<file path="src/core/ums_params.svh">
`ifndef UMS_PARAMS_SVH
`define UMS_PARAMS_SVH
// register offsets
`define UMS_ADDR_MODEM_CTRL 3'h4
`define UMS_ADDR_MODEM_STAT 3'h6
`define UMS_ADDR_IER 3'h1
`define UMS_ADDR_EFR 3'h2
// modem control bit positions
`define UMS_MCTL_DTR 0
`define UMS_MCTL_RTS 1
`define UMS_MCTL_USER_ONE 2
`define UMS_MCTL_USER_TWO 3
`define UMS_MCTL_LOOP 4
`define UMS_MCTL_RESET 8'h00
// modem status bit positions
`define UMS_MSTAT_CTS_CHG 0
`define UMS_MSTAT_DSR_CHG 1
`define UMS_MSTAT_RI_CHG 2
`define UMS_MSTAT_DCD_CHG 3
`define UMS_MSTAT_CTS 4
`define UMS_MSTAT_DSR 5
`define UMS_MSTAT_RI 6
`define UMS_MSTAT_DCD 7
// interrupt enable and flow control bit positions
`define UMS_IER_RXDATA 0
`define UMS_IER_THRE 1
`define UMS_IER_RXERR 2
`define UMS_IER_MODEM 3
`define UMS_IER_RESET 8'h00
`define UMS_CFG_AUTOCTS 0
`define UMS_CFG_FIFOEN 1
`define UMS_CFG_RESET 8'h00
`endif

</file>
<file path="src/core/ums_pkg.sv">
package ums_pkg;
   // modem-side inputs travel together
   typedef struct packed {
      logic cts;
      logic dsr;
      logic ri;
      logic dcd;
   } ums_modem_s;
   // whole state of the block
   typedef struct packed {
      logic [7:0] mctl;
      logic [7:0] ier;
      logic [7:0] cfg;
      logic [3:0] delta;
      ums_modem_s prev;
      logic [7:0] rdata;
      logic rdValid;
   } ums_state_s;
endpackage : ums_pkg

</file>
<file path="src/core/ums_modem_signal_logic.sv">
// Decided for this implementation: the placing of the registers and the strobed register port.
`timescale 1ns/1ps
`include "ums_params.svh"
// Functional notes
// status bit 4 shows clear-to-send level
// clear-to-send change flagged since last read
// cts change interrupts only without auto-cts
// auto-cts gates transmitter send permission
// status bit 7 shows carrier-detect level
// status bit 3 flags carrier change
// carrier change interrupts when modem enabled
// driver disable low during host reads
// status bit 5 shows data-set-ready level
// status bit 1 flags dsr change
// dsr change interrupts when modem enabled
// dtr output low when control bit set
// dtr high at reset, loopback, cleared
// interrupt high for any enabled pending source
// receive timeout counts only with fifos
// interrupt drops when serviced or reset
// user outputs low when control bits set
// user outputs high reset, loopback, cleared
// eight-bit bus driven only on reads
// reset clears registers, outputs to defaults
// status read clears flags, coincident change kept
// loopback routes control bits to status inputs
module ums_modem_signal_logic
(
   input wire logic clock,
   input wire logic nrst,
   input wire logic [2:0] addr,
   input wire logic [7:0] wrData,
   input wire logic wrStb,
   input wire logic rdStb,
   output logic [7:0] rdData,
   output logic [7:0] dataOut,
   output logic dataOutEn_n,
   input wire ums_pkg::ums_modem_s modemIn,
   input wire logic rxErr,
   input wire logic rxAvail,
   input wire logic rxTimeout,
   input wire logic thrEmpty,
   output logic txAllowed,
   output logic driverDisableOut_n,
   output logic dtrOut_n,
   output logic rtsOut_n,
   output logic userOutputOne_n,
   output logic userOutputTwo_n,
   output logic intOut
);
   ums_pkg::ums_state_s state_q;
   ums_pkg::ums_state_s state_d;
   ums_pkg::ums_modem_s eff;
   logic loopback;
   logic [7:0] status;
   logic modemInt;
   logic autoCts;

   // ************************************************************
   // effective modem inputs
   // ************************************************************
   assign loopback = state_q.mctl[`UMS_MCTL_LOOP];
   assign autoCts = state_q.cfg[`UMS_CFG_AUTOCTS];
   always_comb
   begin
      if (loopback)
      begin
         // control bits fed back as status inputs
         eff.cts = state_q.mctl[`UMS_MCTL_RTS];
         eff.dsr = state_q.mctl[`UMS_MCTL_DTR];
         eff.ri = state_q.mctl[`UMS_MCTL_USER_ONE];
         eff.dcd = state_q.mctl[`UMS_MCTL_USER_TWO];
      end
      else
      begin
         // pins are active low, status reports asserted as one
         eff.cts = ~modemIn.cts;
         eff.dsr = ~modemIn.dsr;
         eff.ri = ~modemIn.ri;
         eff.dcd = ~modemIn.dcd;
      end
   end

   // ************************************************************
   // modem status byte
   // ************************************************************
   always_comb
   begin
      status = 8'h00;
      status[`UMS_MSTAT_CTS] = eff.cts;
      status[`UMS_MSTAT_DSR] = eff.dsr;
      status[`UMS_MSTAT_RI] = eff.ri;
      status[`UMS_MSTAT_DCD] = eff.dcd;
      status[`UMS_MSTAT_CTS_CHG] = state_q.delta[0];
      status[`UMS_MSTAT_DSR_CHG] = state_q.delta[1];
      status[`UMS_MSTAT_RI_CHG] = state_q.delta[2];
      status[`UMS_MSTAT_DCD_CHG] = state_q.delta[3];
   end

   // ************************************************************
   // next state
   // ************************************************************
   always_comb
   begin
      logic [3:0] change;
      logic [3:0] clr;
      change = {eff.dcd ^ state_q.prev.dcd, eff.ri & ~state_q.prev.ri,
                eff.dsr ^ state_q.prev.dsr, eff.cts ^ state_q.prev.cts};
      clr = (rdStb && addr == `UMS_ADDR_MODEM_STAT) ? 4'hf : 4'h0;
      state_d = state_q;
      // set wins over the read clear
      state_d.delta = (state_q.delta & ~clr) | change;
      state_d.prev = eff;
      if (wrStb)
      begin
         unique case (addr)
            `UMS_ADDR_MODEM_CTRL: state_d.mctl = {3'h0, wrData[4:0]};
            `UMS_ADDR_IER: state_d.ier = {4'h0, wrData[3:0]};
            `UMS_ADDR_EFR: state_d.cfg = {6'h0, wrData[1:0]};
            default: ;
         endcase
      end
      // read data held for the following cycle only
      state_d.rdValid = rdStb;
      state_d.rdata = 8'h00;
      if (rdStb)
      begin
         unique case (addr)
            `UMS_ADDR_MODEM_CTRL: state_d.rdata = state_q.mctl;
            `UMS_ADDR_IER: state_d.rdata = state_q.ier;
            `UMS_ADDR_EFR: state_d.rdata = state_q.cfg;
            `UMS_ADDR_MODEM_STAT: state_d.rdata = status;
            default: state_d.rdata = 8'h00;
         endcase
      end
   end

   // ************************************************************
   // state register
   // ************************************************************
   always_ff @(posedge clock or negedge nrst)
   begin
      if (!nrst)
      begin
         state_q.mctl <= `UMS_MCTL_RESET;
         state_q.ier <= `UMS_IER_RESET;
         state_q.cfg <= `UMS_CFG_RESET;
         state_q.delta <= 4'h0;
         state_q.prev <= '0;
         state_q.rdata <= 8'h00;
         state_q.rdValid <= 1'b0;
      end
      else
      begin
         state_q <= state_d;
      end
   end

   // ************************************************************
   // interrupt and flow control
   // ************************************************************
   always_comb
   begin
      // cts change is ignored while auto-cts owns that pin
      modemInt = state_q.ier[`UMS_IER_MODEM] &
                 ((state_q.delta[0] & ~autoCts) |
                  state_q.delta[1] |
                  state_q.delta[2] |
                  state_q.delta[3]);
      // pending sources clear when serviced by the caller
      intOut = modemInt |
               (state_q.ier[`UMS_IER_RXERR] & rxErr) |
               (state_q.ier[`UMS_IER_RXDATA] & rxAvail) |
               (state_q.ier[`UMS_IER_RXDATA] & rxTimeout &
                state_q.cfg[`UMS_CFG_FIFOEN]) |
               (state_q.ier[`UMS_IER_THRE] & thrEmpty);
      txAllowed = autoCts ? eff.cts : 1'b1;
   end

   // ************************************************************
   // pins
   // ************************************************************
   assign dtrOut_n = ~(state_q.mctl[`UMS_MCTL_DTR] & ~loopback);
   assign rtsOut_n = ~(state_q.mctl[`UMS_MCTL_RTS] & ~loopback);
   assign userOutputOne_n = ~(state_q.mctl[`UMS_MCTL_USER_ONE] & ~loopback);
   assign userOutputTwo_n = ~(state_q.mctl[`UMS_MCTL_USER_TWO] & ~loopback);
   assign driverDisableOut_n = ~state_q.rdValid;
   assign dataOutEn_n = ~state_q.rdValid;
   assign dataOut = state_q.rdata;
   assign rdData = state_q.rdata;
endmodule : ums_modem_signal_logic

</file>
<file path="config.mk">
export PLATFORM = sky130hd
export DESIGN_NAME = ums_modem_signal_logic
export DESIGN_NICKNAME = d
export VERILOG_FILES = /design/src/core/ums_pkg.sv /design/src/core/ums_modem_signal_logic.sv
export VERILOG_INCLUDE_DIRS = /design/src /design/src/core
export SDC_FILE = /design/constraint.sdc
export NUM_CORES = 1
export LEC_CHECK = 0
export ABC_AREA = 1
export BUFFER_PORTS_ARGS = -buffer_cell sky130_fd_sc_hd__buf_2
export CAP_MARGIN = 20
export CORE_ASPECT_RATIO = 1.5
export CORE_UTILIZATION = 50
export DETAILED_ROUTE_END_ITERATION = 12
export GPL_ROUTABILITY_DRIVEN = 0
export PLACE_DENSITY_LB_ADDON = 0.12
export SLEW_MARGIN = 20
export SYNTH_ARGS = -nofsm -noshare
export SYNTH_HDL_FRONTEND = slang
export SYNTH_SLANG_ARGS = --single-unit
export TNS_END_PERCENT = 30
</file>
<file path="constraint.sdc">
create_clock -name clock -period 1.45 [get_ports clock]
set_clock_uncertainty 0.1 [all_clocks]
set_input_delay 0 -clock clock [delete_from_list [all_inputs] [get_ports clock]]
set_output_delay 0 -clock clock [all_outputs]
set_load 0.1 [all_outputs]
</file>
Word-level counts from Yosys, hierarchy flattened
Cells that the tools add are included.

Equality and inequality tests: 4. Multiplexer cells: 5. Bitwise logic cells: 37. Reduce and logical (&&, ||, !) cells: 4.

Operators with widths (count): $pmux 8 s4 (1); $and 1x1->1 (12); $not 1->1 (12); $mux 4 (2); $mux 8 (1); $or 1x1->1 (7); $eq 3x3->1 const B (2); $reduce_and 2->1 (3); $and 4x4->4 (1); $not 4->4 (1); $or 4x4->4 (1); $eq 3x1->1 const B (1); $eq 3x2->1 const B (1); $xor 1x1->1 (3); $logic_and 1x1->1 (1); $mux 1 (1).

Register bits: 28. Output and inout port bits: 24.

Longest topological paths before layout
Gate-level depths: netlist (run 1).

Word-level depth: 10. Gate-level depth with buffers: 8. Mapped depth without buffers: 7.

Worst setup path before layout (run 1)
OpenSTA, ideal clock, no wires.

Kind: register -> output. From: register state_q[16] (netlist name). To: output intOut. Arrival time: 1374 ps. Required time: 1350 ps. Setup slack: -24 ps. Cell stages (with the launch flop): 5. Path buffers: 0. Cell sequence: dfrtp_1 -> nor3_1 -> nand2_1 -> nand2_1 -> nand3b_1.

Word-level cells in the longest chain between the ends: 6.

Ends and longest elaborated chain: start, declared (RTL line ums_modem_signal_logic.sv:51) `ums_pkg::ums_state_s state_q;`; start signal, assigned (RTL line ums_modem_signal_logic.sv:155) `state_q <= state_d;`; $or 1x1->1 (RTL line ums_modem_signal_logic.sv:168) `state_q.delta[2] |`; $and 1x1->1 (RTL line ums_modem_signal_logic.sv:165) `` modemInt = state_q.ier[`UMS_IER_MODEM] & ``; $or 1x1->1 (4 in a row) (RTL line ums_modem_signal_logic.sv:171) `intOut = modemInt |`; end, declared (RTL line ums_modem_signal_logic.sv:49) `output logic intOut`.

Every way passes these cells.

==> flow_results.org, run 1 <==
** Timing
- The worst path in the final design needs a cycle of 1445 ps, including I/O delays and setup.
- Worst slew margin relative to its limit :: just over 60%
- Number of max-slew violations in the final report :: 0
- Setup violations remaining at the end of the flow were counted as 0.
- Unrepaired setup endpoints after global routing :: true
- Derived from the worst setup path, the maximum achievable clock frequency is 0.6922 GHz.
- The number of hold-slack violations in the final timing report is 0.
- Final clock period utilization by the worst path :: 99.64%
- At the pin with the least slew margin, the transition time is 590.9 ps.

** Clock tree
- No sink is reached through more buffers than the 2 on the longest clock path.
- TritonCTS Buffers :: 3
- Root Buffer Master :: clkbuf_8
- Number of H-tree levels :: 1
- For the worst-skew pair, the clock arrives at the later sink with an insertion delay of 270 ps.
- TritonCTS clock tree :: built
- Clock-pin slew reported for the worst setup and hold paths after clock tree synthesis :: around 90 ps
- Number of sinks on the clock net :: 28

** Routing
- In the final routed layout, each cell accounts on average for 12.10 µm.
- The final route contains around 1200 vias.
- For this block, the routed nets add up to 3085 µm of wire.
- In this run the remaining antenna-violating nets after routing total 0.
- For this block, the initial DRC count from the detailed router was 20.
- Average vias per placed instance :: 4.749
- For this run, design rule violations remaining after detail routing come to 0.
- Drt first pass iters :: 4

** Global route
- The first global-routing pass estimated 5175 µm of wire.
- Entering global routing, the biggest net connects 29 pins.
- Global routing used 23.40% of the available tracks across all layers.
- Antenna violations before repair :: 0
- Number of global-route vias before repair :: 1247
- The total overflow left after global routing is 0.

** Floorplan
- The die is 67.87 µm tall.
- The die covers 3116 µm².
- For this configuration, the core starts out at a cell density of 53.47%.
- Core area :: 2705 µm²
- Row generation in the floorplan step produced 23 rows.
- The floorplan step set the die width to 45.92 µm.
- IO Count :: between 40 and 50

** Yosys
- In the synthesized netlist, the number of instances is 173.
- Yosys attributes the largest share of cell area to dfrtp_1 48%, nand2_1 12%, buf_4 9.9%, inv_1 4.7%, nand3_1 4.2%.
- After synthesis, the mean cell area works out to 8.361 µm².
- Net count after synthesis :: between 150 and 200
- After synthesis the netlist holds a flip-flop and latch count of 28.
- Counting distinct cell types in the post-synthesis netlist gives 23.
- Of all cell types, the one taking the most synthesized area is dfrtp_1.
- Post-synth design cell area :: 1446 µm²
- Synthesis warning total :: 0
- Portion of the post-synthesis area used by sequential elements :: 48.44%
- After synthesis, the largest area contributor takes up between 40% and 50% of total cell area.

** Worst setup path
- RR Endpoint :: state_q[35]
- Beginning of the worst register-to-register path :: state_q[35]
- The worst setup path is launched from a register.
- Measured in cells, the most critical reg-to-reg path has a length of 3.
- For this run, the slowest stage of the critical path takes 490 ps.
- Largest fanout on the critical path :: 11
- Data arrives at the worst endpoint at 1340 ps.
- Slowest cell on crit path :: dfrtp_2
- Critical path class :: register to output port
- In this run the register-to-register setup slack is roughly 110 ps.
- Critical Path RT :: roughly 1400 ps
- The worst setup path is captured at an output port.
- Worst path cell trace :: o21ai_2 > inv_1 > nand2_1 > buf_12

** Status
- The flow ran to the end, and the final reports show no timing, DRC or antenna violations.

** Final layout
- Area taken by flip-flops and latches :: between 700 and 800 µm²
- Final std cells w/o fill :: 255
- Finished layout cell area :: 1896 µm²
- Compared with the post-synthesis result, the final layout area differs by 31.06%.
- Fill cells in the final layout number approximately 240.
- NumNets Final :: 242
- The number of antenna diodes in the final layout is 0.
- Summing all multi-input logic gate instances after layout gives 498.0 µm².
- Measured on the finished design, the core utilization comes to roughly 70%.
- Ratio of cells with drive above 1 in the final layout :: slightly below 30%

** Place
- After detailed placement, the total cell area comes to 1633 µm².
- The wire-length estimate of the detail-placed layout is 2341 µm.
- Number of port buffers :: 43
- Including well taps, the total number of placed cells is about 230.

** Hold path
- Class of the most critical hold timing path :: input port to register
- Along the worst hold path, the cell count comes to 4.
- The worst hold path begins at addr[0].
- For hold timing, the worst endpoint is dataOut[4].

** Job
- Max-cap violations in this run came to 0.

** Pwr
- The analysis attributes to cell leakage a power of 1.030 nW.
- VDD sags by at most 1.098 mV.
- PwrDens :: 1349 nW/µm²
synth_stat cells, drive strengths merged:
library cell / instances
a21oi: 1
clkinv: 1
nand3: 12
o21a: 1
nor2: 13
nand3b: 1
nand2: 50
buf: 21
dfrtp: 28
o21ai: 15
inv: 20
nor3: 2
nand4: 8
worst max-delay path by stage:
stage | endpoint | slack (ps) | start
after floorplan | intOut | -20 | state_q[16]
after global placement | txAllowed | 250 | loopback
after detailed placement | state_q[14] | 240 | loopback
after CTS | txAllowed | -0.2 | loopback
after global routing | intOut | -90 | state_q[16]
final | txAllowed | 5 | loopback
critical path: cells and delay by family, from the launching register on:
| kind | cells | cell delay (ps) |
|---|---|---|
| flops | 1 | 490 |
| simple gates | 1 | 110 |
| buf+inv | 2 | 260 |
| compound gates | 1 | 210 |
cells in the final DEF (no fill, tap or decap), drive strengths merged:
cell type / netlist / final
a21oi: 1 / 1
buf: 21 / 46
bufinv: 0 / 1
clkbuf: 0 / 3
clkinv: 1 / 1
dfrtp: 28 / 28
dlygate4sd3: 0 / 16
inv: 20 / 20
nand2: 50 / 50
nand3: 12 / 12
nand3b: 1 / 1
nand4: 8 / 8
nor2: 13 / 13
nor3: 2 / 2
o21a: 1 / 1
o21ai: 15 / 15
flip-flops by register name (all words and copies together) (netlist names):
register  count
autoCts       1
loopback      1
state_q      18
dataOut       8
area by class of cell:
| type | instances | share of cell area, % |
|---|---|---|
| flip-flops and latches | 28 | 37.03 |
| clock buffers | 3 | 2.178 |
| inverters | 21 | 4.620 |
| well taps | 37 | 2.442 |
| repair buffers | 62 | 25.87 |
| multi-input cells | 103 | 26.27 |
| clock inverters | 1 | 1.584 |
logic make-up after synthesis:
family / share of synthesized area, %
AOI/OAI and AO/OA: 6.834
and+or+nand+nor: 27.25
buffers and inverters: 17.47
DFF: 48.44
metal layers:
metal  vias up  wire [µm]  track usage (%)
met5         -          0                0
met4         0         96            13.24
met3         8         96            2.375
met2        37       1771            45.25
met1       546       1121            22.53
li1        620          -                -
per-stage QoR:
step / power, mW / worst slack (ps) / hold WS, ps / TNS, ps
2_1_floorplan: 1.653 / -24.48 / -395.6 / -37.80
3_5_place_dp: 1.906 / 235.5 / -59.83 / 0
4_1_cts: 2.579 / -0.1501 / 52.91 / -0.1501
6_report: 2.557 / 5.232 / 59.41 / 0
3_3_place_gp: 1.880 / 250.7 / -71.48 / 0
5_1_grt: 2.677 / -89.65 / 70.58 / -170.0
where the power goes:
part	internal [mW]	leakage (nW)	total [mW]	switching, mW
logic	0.312	0.650	0.975	0.664
registers	0.886	0.345	0.983	0.0970
clock network	0.369	0.0357	0.599	0.229
total	1.57	1.03	2.56	0.990
repair_timing:
| item | 4_1_cts | 5_1_grt |
|---|---|---|
| buffers inserted | 3 | 0 |
| endpoints found under the setup margin | 2 | 4 |
| hold buffers | 16 | 0 |
| pin swaps | 2 | 2 |
| resized for setup | 2 | 1 |
| hold endpoints to repair | 56 | 0 |
No activity file was read; power rests on OpenSTA's default activity.
==> inputs of run 2 (changes only) <==
--- a/config.mk
+++ b/config.mk
@@ -10,7 +10,7 @@
 export BUFFER_PORTS_ARGS = -buffer_cell sky130_fd_sc_hd__buf_2
 export CAP_MARGIN = 20
 export CORE_ASPECT_RATIO = 1.5
-export CORE_UTILIZATION = 50
+export CORE_UTILIZATION = 45
 export DETAILED_ROUTE_END_ITERATION = 12
 export GPL_ROUTABILITY_DRIVEN = 0
 export PLACE_DENSITY_LB_ADDON = 0.12
==> constraint.sdc (replaced) <==
create_clock -name clock -period 1.2 [get_ports clock]
set_clock_uncertainty 0.1 [all_clocks]
set_input_delay 0 -clock clock [delete_from_list [all_inputs] [get_ports clock]]
set_output_delay 0 -clock clock [all_outputs]
set_load 0.1 [all_outputs]
==> run 2 against run 1 <==
Compared with the run above: the run now ends with hold timing, setup timing left; hold slack lost 73 ps; sequential power rose by 21%; non-clock buffer count down 1; die area is 11% higher; sequential share of layout area shrank 1.5 points.
==> flow_results.org, run 2 (synthesis gave the netlist of run 1 again) <==
** Final layout
- The number of flip-flops in the largest register was 18 (unchanged).
- Leaving out fill and tap cells, the most frequent cell in the layout is nand2_1.
- The filler cell count was 245 (+1.2%).
- The antenna diode count is 0 (unchanged).
- The area growth from synthesis to layout is 36.76%.
- The area taken by flip-flops and latches was 701.9 µm² (unchanged).
- In the layout the commonest cells are 40 x nand2_1, 32 x buf_2, 27 x dfrtp_1.
- The combined area of the multi-input logic cells came to 560.5 µm² (+13%).
- More flip-flops sit in one register than any other, and that register is state_q.
- NumNets Final :: 241 (-0.41%)
- The ratio of cells with drive above 1 in the final layout came to 37.79% (+8.9 points).

** Routing
- The detail-routed via count per cell is 4.832 (+1.7%).
- Number of DRC violations after detailed-routing iteration 0 :: 21 (+5.0%)
- Total wire length :: 3190 µm (+3.4%)
- Via count :: 1237 (+2.1%)
- The average wire per standard cell came to 12.46 µm (+3.0%).
- Remaining antenna violation count after routing :: 0 (unchanged)
- The detailed-router iteration count before antenna repair is 4 (unchanged).
- The DRC violation count after routing came to 0 (unchanged).

** Hold path
- HP Start :: modemIn[3]
- Instance count along the most critical hold path :: 3 (-1)
- The worst hold path belongs to the class input port to register.
- End point of the most critical hold path :: state_q[12]

** Global route
- Residual overflow from global routing :: 0 (unchanged)
- The first-pass GRT wire length is 5382 µm (+4.0%).
- Overall fraction of global-route tracks in use :: 21.33% (-2.1 points)
- The number of antenna violations at the first check in global routing was 0 (unchanged).
- The largest net degree at the start of global routing is 29 (unchanged).
- Number of global-route vias before repair :: 1278 (+2.5%)

** Place
- Number of port buffers :: 43 (unchanged)
- The half-perimeter wire length after placement is 2246 µm (-4.1%).

** Timing
- The worst relative slew slack is 60.18% (-0.43 points).
- Final worst setup slack :: -224.4 ps (-229.6 ps)
- Peak Freq :: 0.7021 GHz
- Count of endpoints failing hold in the final timing report :: 1 (+1)
- Number of max-slew violations in the final report :: 0 (unchanged)
- Hold slack final :: -13.16 ps (-72.56 ps)
- The accumulated negative setup slack was -614.9 ps (-614.9 ps).
- Final clock period utilization by the worst path :: 118.7%
- After layout, the minimum clock period comes to 1424 ps.
- Transition time of the tightest slew-check pin :: 597.4 ps (+6.500 ps)
- Setup repair after global routing could not meet its margin everywhere.
- Final Setup Violations :: 6 (+6)

** Floorplan
- The total die area was 3450 µm² (+11%).
- Starting utilization of the core area :: 48.65% (-4.8 points)
- The area inside the core boundary was 2973 µm² (+9.9%).
- IO Count :: 47 (unchanged)
- The vertical die dimension is 71.44 µm (+5.3%).
- The floorplan row count is 24 (+4.3%).
- Overall die width :: 48.29 µm (+5.2%)

** Worst setup path
- The peak per-stage delay on the critical path is 400 ps (-90 ps).
- Launching element of the worst setup path :: state_q[16]
- The data required time at the worst endpoint is 1100 ps (-250 ps).
- Most frequent cell on the critical path :: nand2_1
- Buffer and inverter count on the worst path :: 1 (-1)
- The critical path is of the register to output port type.
- The critical path arrival came to 1320 ps (-20 ps).
- Beginning of the worst register-to-register path :: loopback
- The slowest stage of the critical path is the dfrtp_1 cell.
- Worst Setup Start Kind :: register
- The path depth of the worst reg2reg path came to 5 (+2).
- Crit path max-delay family :: simple AND/OR/NAND/NOR gates
- CP endpoint kind :: output port
- The critical-path maximum fanout is 2 (-9).
- Minimum setup slack among reg-to-reg paths :: 20 ps (-90 ps)
- The worst register-to-register path ends at state_q[14].
- Worst path cell trace :: nor3_2 > nand2_1 > nand2_1 > nand3b_1 > buf_12

** Clock tree
- The number of buffers created by CTS came to 3 (unchanged).
- Number of H-tree levels :: 1 (unchanged)
- Clock latency of the later-clocked register in the worst-skew pair :: 270 ps (about the same)
- The hold buffer count at cts was 11 (-5).
- TritonCTS clock tree :: built
- Worst-case clock buffer depth :: 2 (unchanged)
- In this run the clock root is driven by a clkbuf_8.
- Clock-pin slew reported for the worst setup and hold paths after clock tree synthesis :: 90 ps (about the same)
- Number of sinks on the clock net :: 28 (unchanged)

** Pwr
- The static power due to leakage is 1.049 nW (+1.8%).
- The ratio of total power to cell area was 1553 nW/µm² (+15%).
- Worst voltage drop across the vdd grid :: 0.9657 mV (-12%)
- The power consumption came to 3.073 mW (+20%).

** Status
- Violations in the final reports :: hold timing, setup timing
- Status :: complete, but fails checks

** Job
- Max Cap Violations :: 0 (unchanged)
==> run 2: changes by cell type in the layout (fill, tap and decap cells not counted), sizes merged <==
cell	before	now
clkbuf	3	7
inv	20	19
bufinv	1	0
buf	46	47
clkinvlp	0	1
dlygate4sd3	16	11
==> run 2: area by class of cell <==
cell class,count,area share [%]
Clock buffer,4,2.783
Inverter,21,4.997
Multi-Input combinational cell,103,28.34
Sequential cell,28,35.48
Tap cell,39,2.467
Timing Repair Buffer,61,25.93
==> run 2: report_power, final <==
| part | switching (mW) | internal (mW) | total, mW |
|---|---|---|---|
| clock network | 0.286 | 0.294 | 0.579 |
| registers | 0.124 | 1.07 | 1.19 |
| logic | 0.862 | 0.437 | 1.30 |
| total | 1.27 | 1.80 | 3.07 |
==> run 2: repair_timing <==
| item | in CTS | in global routing |
|---|---|---|
| setup buffers | 5 | 0 |
| setup endpoints to repair | 7 | 15 |
| pin swaps | 3 | 3 |
| hold endpoints to repair | 54 | 1 |
| gates resized for setup | 9 | 20 |
==> run 2: worst max path at each step <==
stage	end	depth (start not counted)
final	intOut	5
after global routing	intOut	5
after CTS	intOut	5
after detailed placement	txAllowed	5
after global placement	txAllowed	5
after floorplan	intOut	4
==> run 2: worst min-delay path, cell delays in order <==
cell and delay (ps):
buf_2 120, o21ai_4 70, buf_4 140
==> run 2: layer usage <==
metal / vias to the layer above / track usage [%] / part of all wire, % / wire, µm
met5: - / 0 / 0 / 0
met4: 0 / 6.790 / 2.5 / 81
met3: 6 / 1.763 / 2.6 / 84
met2: 31 / 40.00 / 57 / 1826
li1: 621 / - / - / -
met1: 579 / 23.04 / 38 / 1197
==> run 2: metrics by stage <==
| step | instance area (µm²) | instances | utilization [%] | setup WS, ps |
|---|---|---|---|---|
| after floorplan | 1454 | 173 | - | -274.5 |
| after global placement | 1684 | 236 | 56.65 | 25.08 |
| after detailed placement | 1684 | 236 | 56.65 | -4.782 |
| after CTS | 1921 | 256 | 64.60 | -245.9 |
| after global routing | 1978 | 256 | 66.54 | -338.0 |
| final | 1978 | 256 | 66.54 | -224.4 |
==> inputs of run 3 (changes only) <==
--- a/config.mk
+++ b/config.mk
@@ -14,6 +14,7 @@
 export DETAILED_ROUTE_END_ITERATION = 12
 export GPL_ROUTABILITY_DRIVEN = 0
 export PLACE_DENSITY_LB_ADDON = 0.12
+export SKIP_CTS_REPAIR_TIMING = 1
 export SLEW_MARGIN = 20
 export SYNTH_ARGS = -nofsm -noshare
 export SYNTH_HDL_FRONTEND = slang
==> run 3 against run 2 <==
Compared with the run above: design area fell by 1.1%; the run still ends with hold timing, setup timing left; highest routed layer unchanged; clock power is 0.9% higher; cell count fell by 1.2%; sequential cell count is the same; core utilization decreased by 0.76 points; count of clock-buffer cells in the layout unchanged; first-iteration DRC count decreased by 57%; global-route usage shrank 1.7 points; via count hardly changed; critical path depth did not move; hold slack worse by 140 ps; maximum frequency shrank 3.9%; critical endpoint unchanged.
==> flow_results.org, run 3 (synthesis gave the netlist of run 1 again) <==
** Worst setup path
- Minimum setup slack among reg-to-reg paths :: -10 ps (-30 ps)
- CP endpoint kind :: output port
- Beginning of the worst register-to-register path :: loopback
- Worst Path Arrival :: 1380 ps (+60 ps)
- Critical path class :: register to output port
- Worst Setup Start Kind :: register
- Largest fanout on the critical path :: 2 (unchanged)
- The data required time at the worst endpoint is 1100 ps (about the same).
- RR Endpoint :: state_q[16]
- Count of cells along the worst register-to-register path :: 5 (unchanged)

** Job
- The number of maximum-capacitance constraint violations is 0 (unchanged).

** Hold path
- End point of the most critical hold path :: state_q[12]
- The min-delay analysis places its worst path in the category input port to register.
- In this run the most critical hold path is launched from modemIn[3].
- The number of cells on the worst hold path came to 2 (-1).

** Floorplan
- The total die area came to 3450 µm² (unchanged).
- The effective utilization at floorplan is 48.65% (unchanged).
- The number of ports placed on the die boundary came to 47 (unchanged).
- The vertical die dimension was 71.44 µm (unchanged).
- The floorplan row count came to 24 (unchanged).
- Core area :: 2973 µm² (unchanged)
- Overall die width :: 48.29 µm (unchanged)

** Global route
- The largest net degree at the start of global routing came to 29 (unchanged).
- Overall fraction of global-route tracks in use :: 19.64% (-1.7 points)
- The number of antenna violations at the first check in global routing came to 0 (unchanged).
- Wire length of the first global-routing pass :: 4988 µm (-7.3%)
- The total global routing overflow is 0 (unchanged).
- Number of global-route vias before repair :: 1179 (-7.7%)

** Clock tree
- Clock-pin slew reported for the worst setup and hold paths after clock tree synthesis :: 90 ps (about the same)
- In this run the clock root is driven by a clkbuf_8.
- The H-tree depth reported by CTS is 1 (unchanged).
- The number of buffers on the longest clock path came to 2 (unchanged).
- TritonCTS Buffers :: 3 (unchanged)
- The sink count of the clock tree came to 28 (unchanged).
- The clock latency at the later pin of the worst-skew pair is 270 ps (about the same).
- TritonCTS built the clock tree.

** Timing
- Unrepaired setup endpoints after global routing :: true
- Hold slack final :: -151.4 ps (-138.2 ps)
- Number of max-slew violations in the final report :: 0 (unchanged)
- Min Tclk post-route :: 1482 ps (+57.46 ps)
- Transition time of the tightest slew-check pin :: 596.6 ps (-0.8179 ps)
- The maximum clock frequency was 0.6748 GHz (-3.9%).
- Final clock period utilization by the worst path :: 123.5% (+4.8 points)
- The worst relative slew slack was 60.23% (about the same).
- Final worst setup slack :: -281.8 ps (-57.46 ps)
- The final-report setup violation count is 7 (+1).
- The accumulated negative setup slack was -830.1 ps (-215.2 ps).
- The number of hold-slack violations in the final timing report was 3 (+2).

** Final layout
- The ratio of cells with drive above 1 in the final layout was 34.58% (-3.2 points).
- The post-route standard cell area excluding fillers came to 1956 µm² (-1.1%).
- From synthesis to final layout, the design area changed by 35.21%.
- Utilization after layout :: 65.78% (-0.76 points)
- Most frequent standard cell in the layout excluding fill and tap cells :: nand2_1
- In the layout the commonest cells are 43 x nand2_1, 30 x buf_2, 27 x dfrtp_1.
- Number of diodes :: 0 (unchanged)
- Biggest register :: state_q
- The net count reported at finish came to 238 (-1.2%).
- Final std cells w/o fill :: 253 (-1.2%)
- Fillcell total :: 248 (+1.2%)
- The number of flip-flops in the largest register came to 18 (unchanged).

** Status
- The checks that failed: hold timing, setup timing.
- Status :: complete, but fails checks

** Routing
- The starting DRC count in detailed routing came to 9 (-57%).
- Drt first pass iters :: 4 (unchanged)
- Drt drc :: 0 (unchanged)
- Average vias per placed instance :: 4.893 (+1.3%)
- The number of nets with antenna violations after routing was 0 (unchanged).
- Via count :: 1238 (+0.081%)
- Total wire length :: 3161 µm (-0.91%)
- Routed wirelength normalized by instance count :: 12.49 µm (+0.27%)

** Place
- The post-detailed-placement cell area came to 1684 µm² (unchanged).
- The half-perimeter wire length after placement was 2246 µm (unchanged).
- The number of input and output port buffers inserted came to 43 (unchanged).
- Cell Count Post-Placement :: 236 (unchanged)

** Pwr
- The switching power summed over all nets is 1.261 mW (-0.80%).
- The share of total power in the clock network came to 19.2% (+0.4 points).
- The sequential fraction of design power came to 39.1% (+0.2 points).
- The static power due to leakage was 1.034 nW (-1.5%).
- The ratio of total power to cell area came to 1556 nW/µm² (+0.17%).
- Fraction of power consumed by combinational cells :: 41.7% (-0.6 points)
- The peak supply drop was 1.052 mV (+8.9%).
- The switching part of the total power was 41.45% (+0.071 points).
- Internal power :: 1.782 mW (-1.1%)
-- run 3: worst max-delay path, stage by stage (launching register included) --
cell      delay (ps)
dfrtp_1          410
nor3_2           210
nand2_1           90
nand2_1           70
nand3b_1         130
buf_12           200
-- run 3: worst max-delay path by stage --
stage / endpoint / cells past startpoint / start
2_1_floorplan: intOut / 4 / state_q[16]
3_3_place_gp: txAllowed / 5 / loopback
3_5_place_dp: txAllowed / 5 / loopback
4_1_cts: intOut / 5 / state_q[15]
5_1_grt: intOut / 5 / state_q[16]
6_report: intOut / 5 / state_q[16]
-- run 3: per-layer routing --
metal  global-route usage (%)  vias up  wire length, µm
met3                    2.267       10              127
met1                    22.26      565             1167
li1                         -      614                -
met4                    8.333        0               93
met5                        0        -                0
met2                    34.52       49             1773
-- run 3: stage by stage --
step           power, mW  worst slack [ps]  hold WS (ps)
4_1_cts            2.899            -310.0        -347.0
3_3_place_gp       2.305             25.08        -59.43
6_report           3.043            -281.8        -151.4
5_1_grt            3.203            -343.6        -155.9
2_1_floorplan      2.000            -274.5        -395.6
3_5_place_dp       2.325            -4.782        -48.68
-- run 3: power groups by stage --
stage	Sequential, mW	Combinational [mW]	Clock (mW)
floorplan	1.16	0.841	0
global placement	1.20	1.11	0
detailed placement	1.20	1.12	0
CTS	1.19	1.12	0.590
global route	1.21	1.35	0.645
finish	1.19	1.27	0.584
-- run 3: final cells by class --
type / instances / area (µm²) / share of cell area [%]
clock buffer: 4 / 55.05 / 2.815
tap: 39 / 48.80 / 2.495
inverter: 21 / 98.84 / 5.054
multi-input combinational: 103 / 555.5 / 28.41
sequential: 28 / 701.9 / 35.89
timing repair buffer: 58 / 495.5 / 25.34
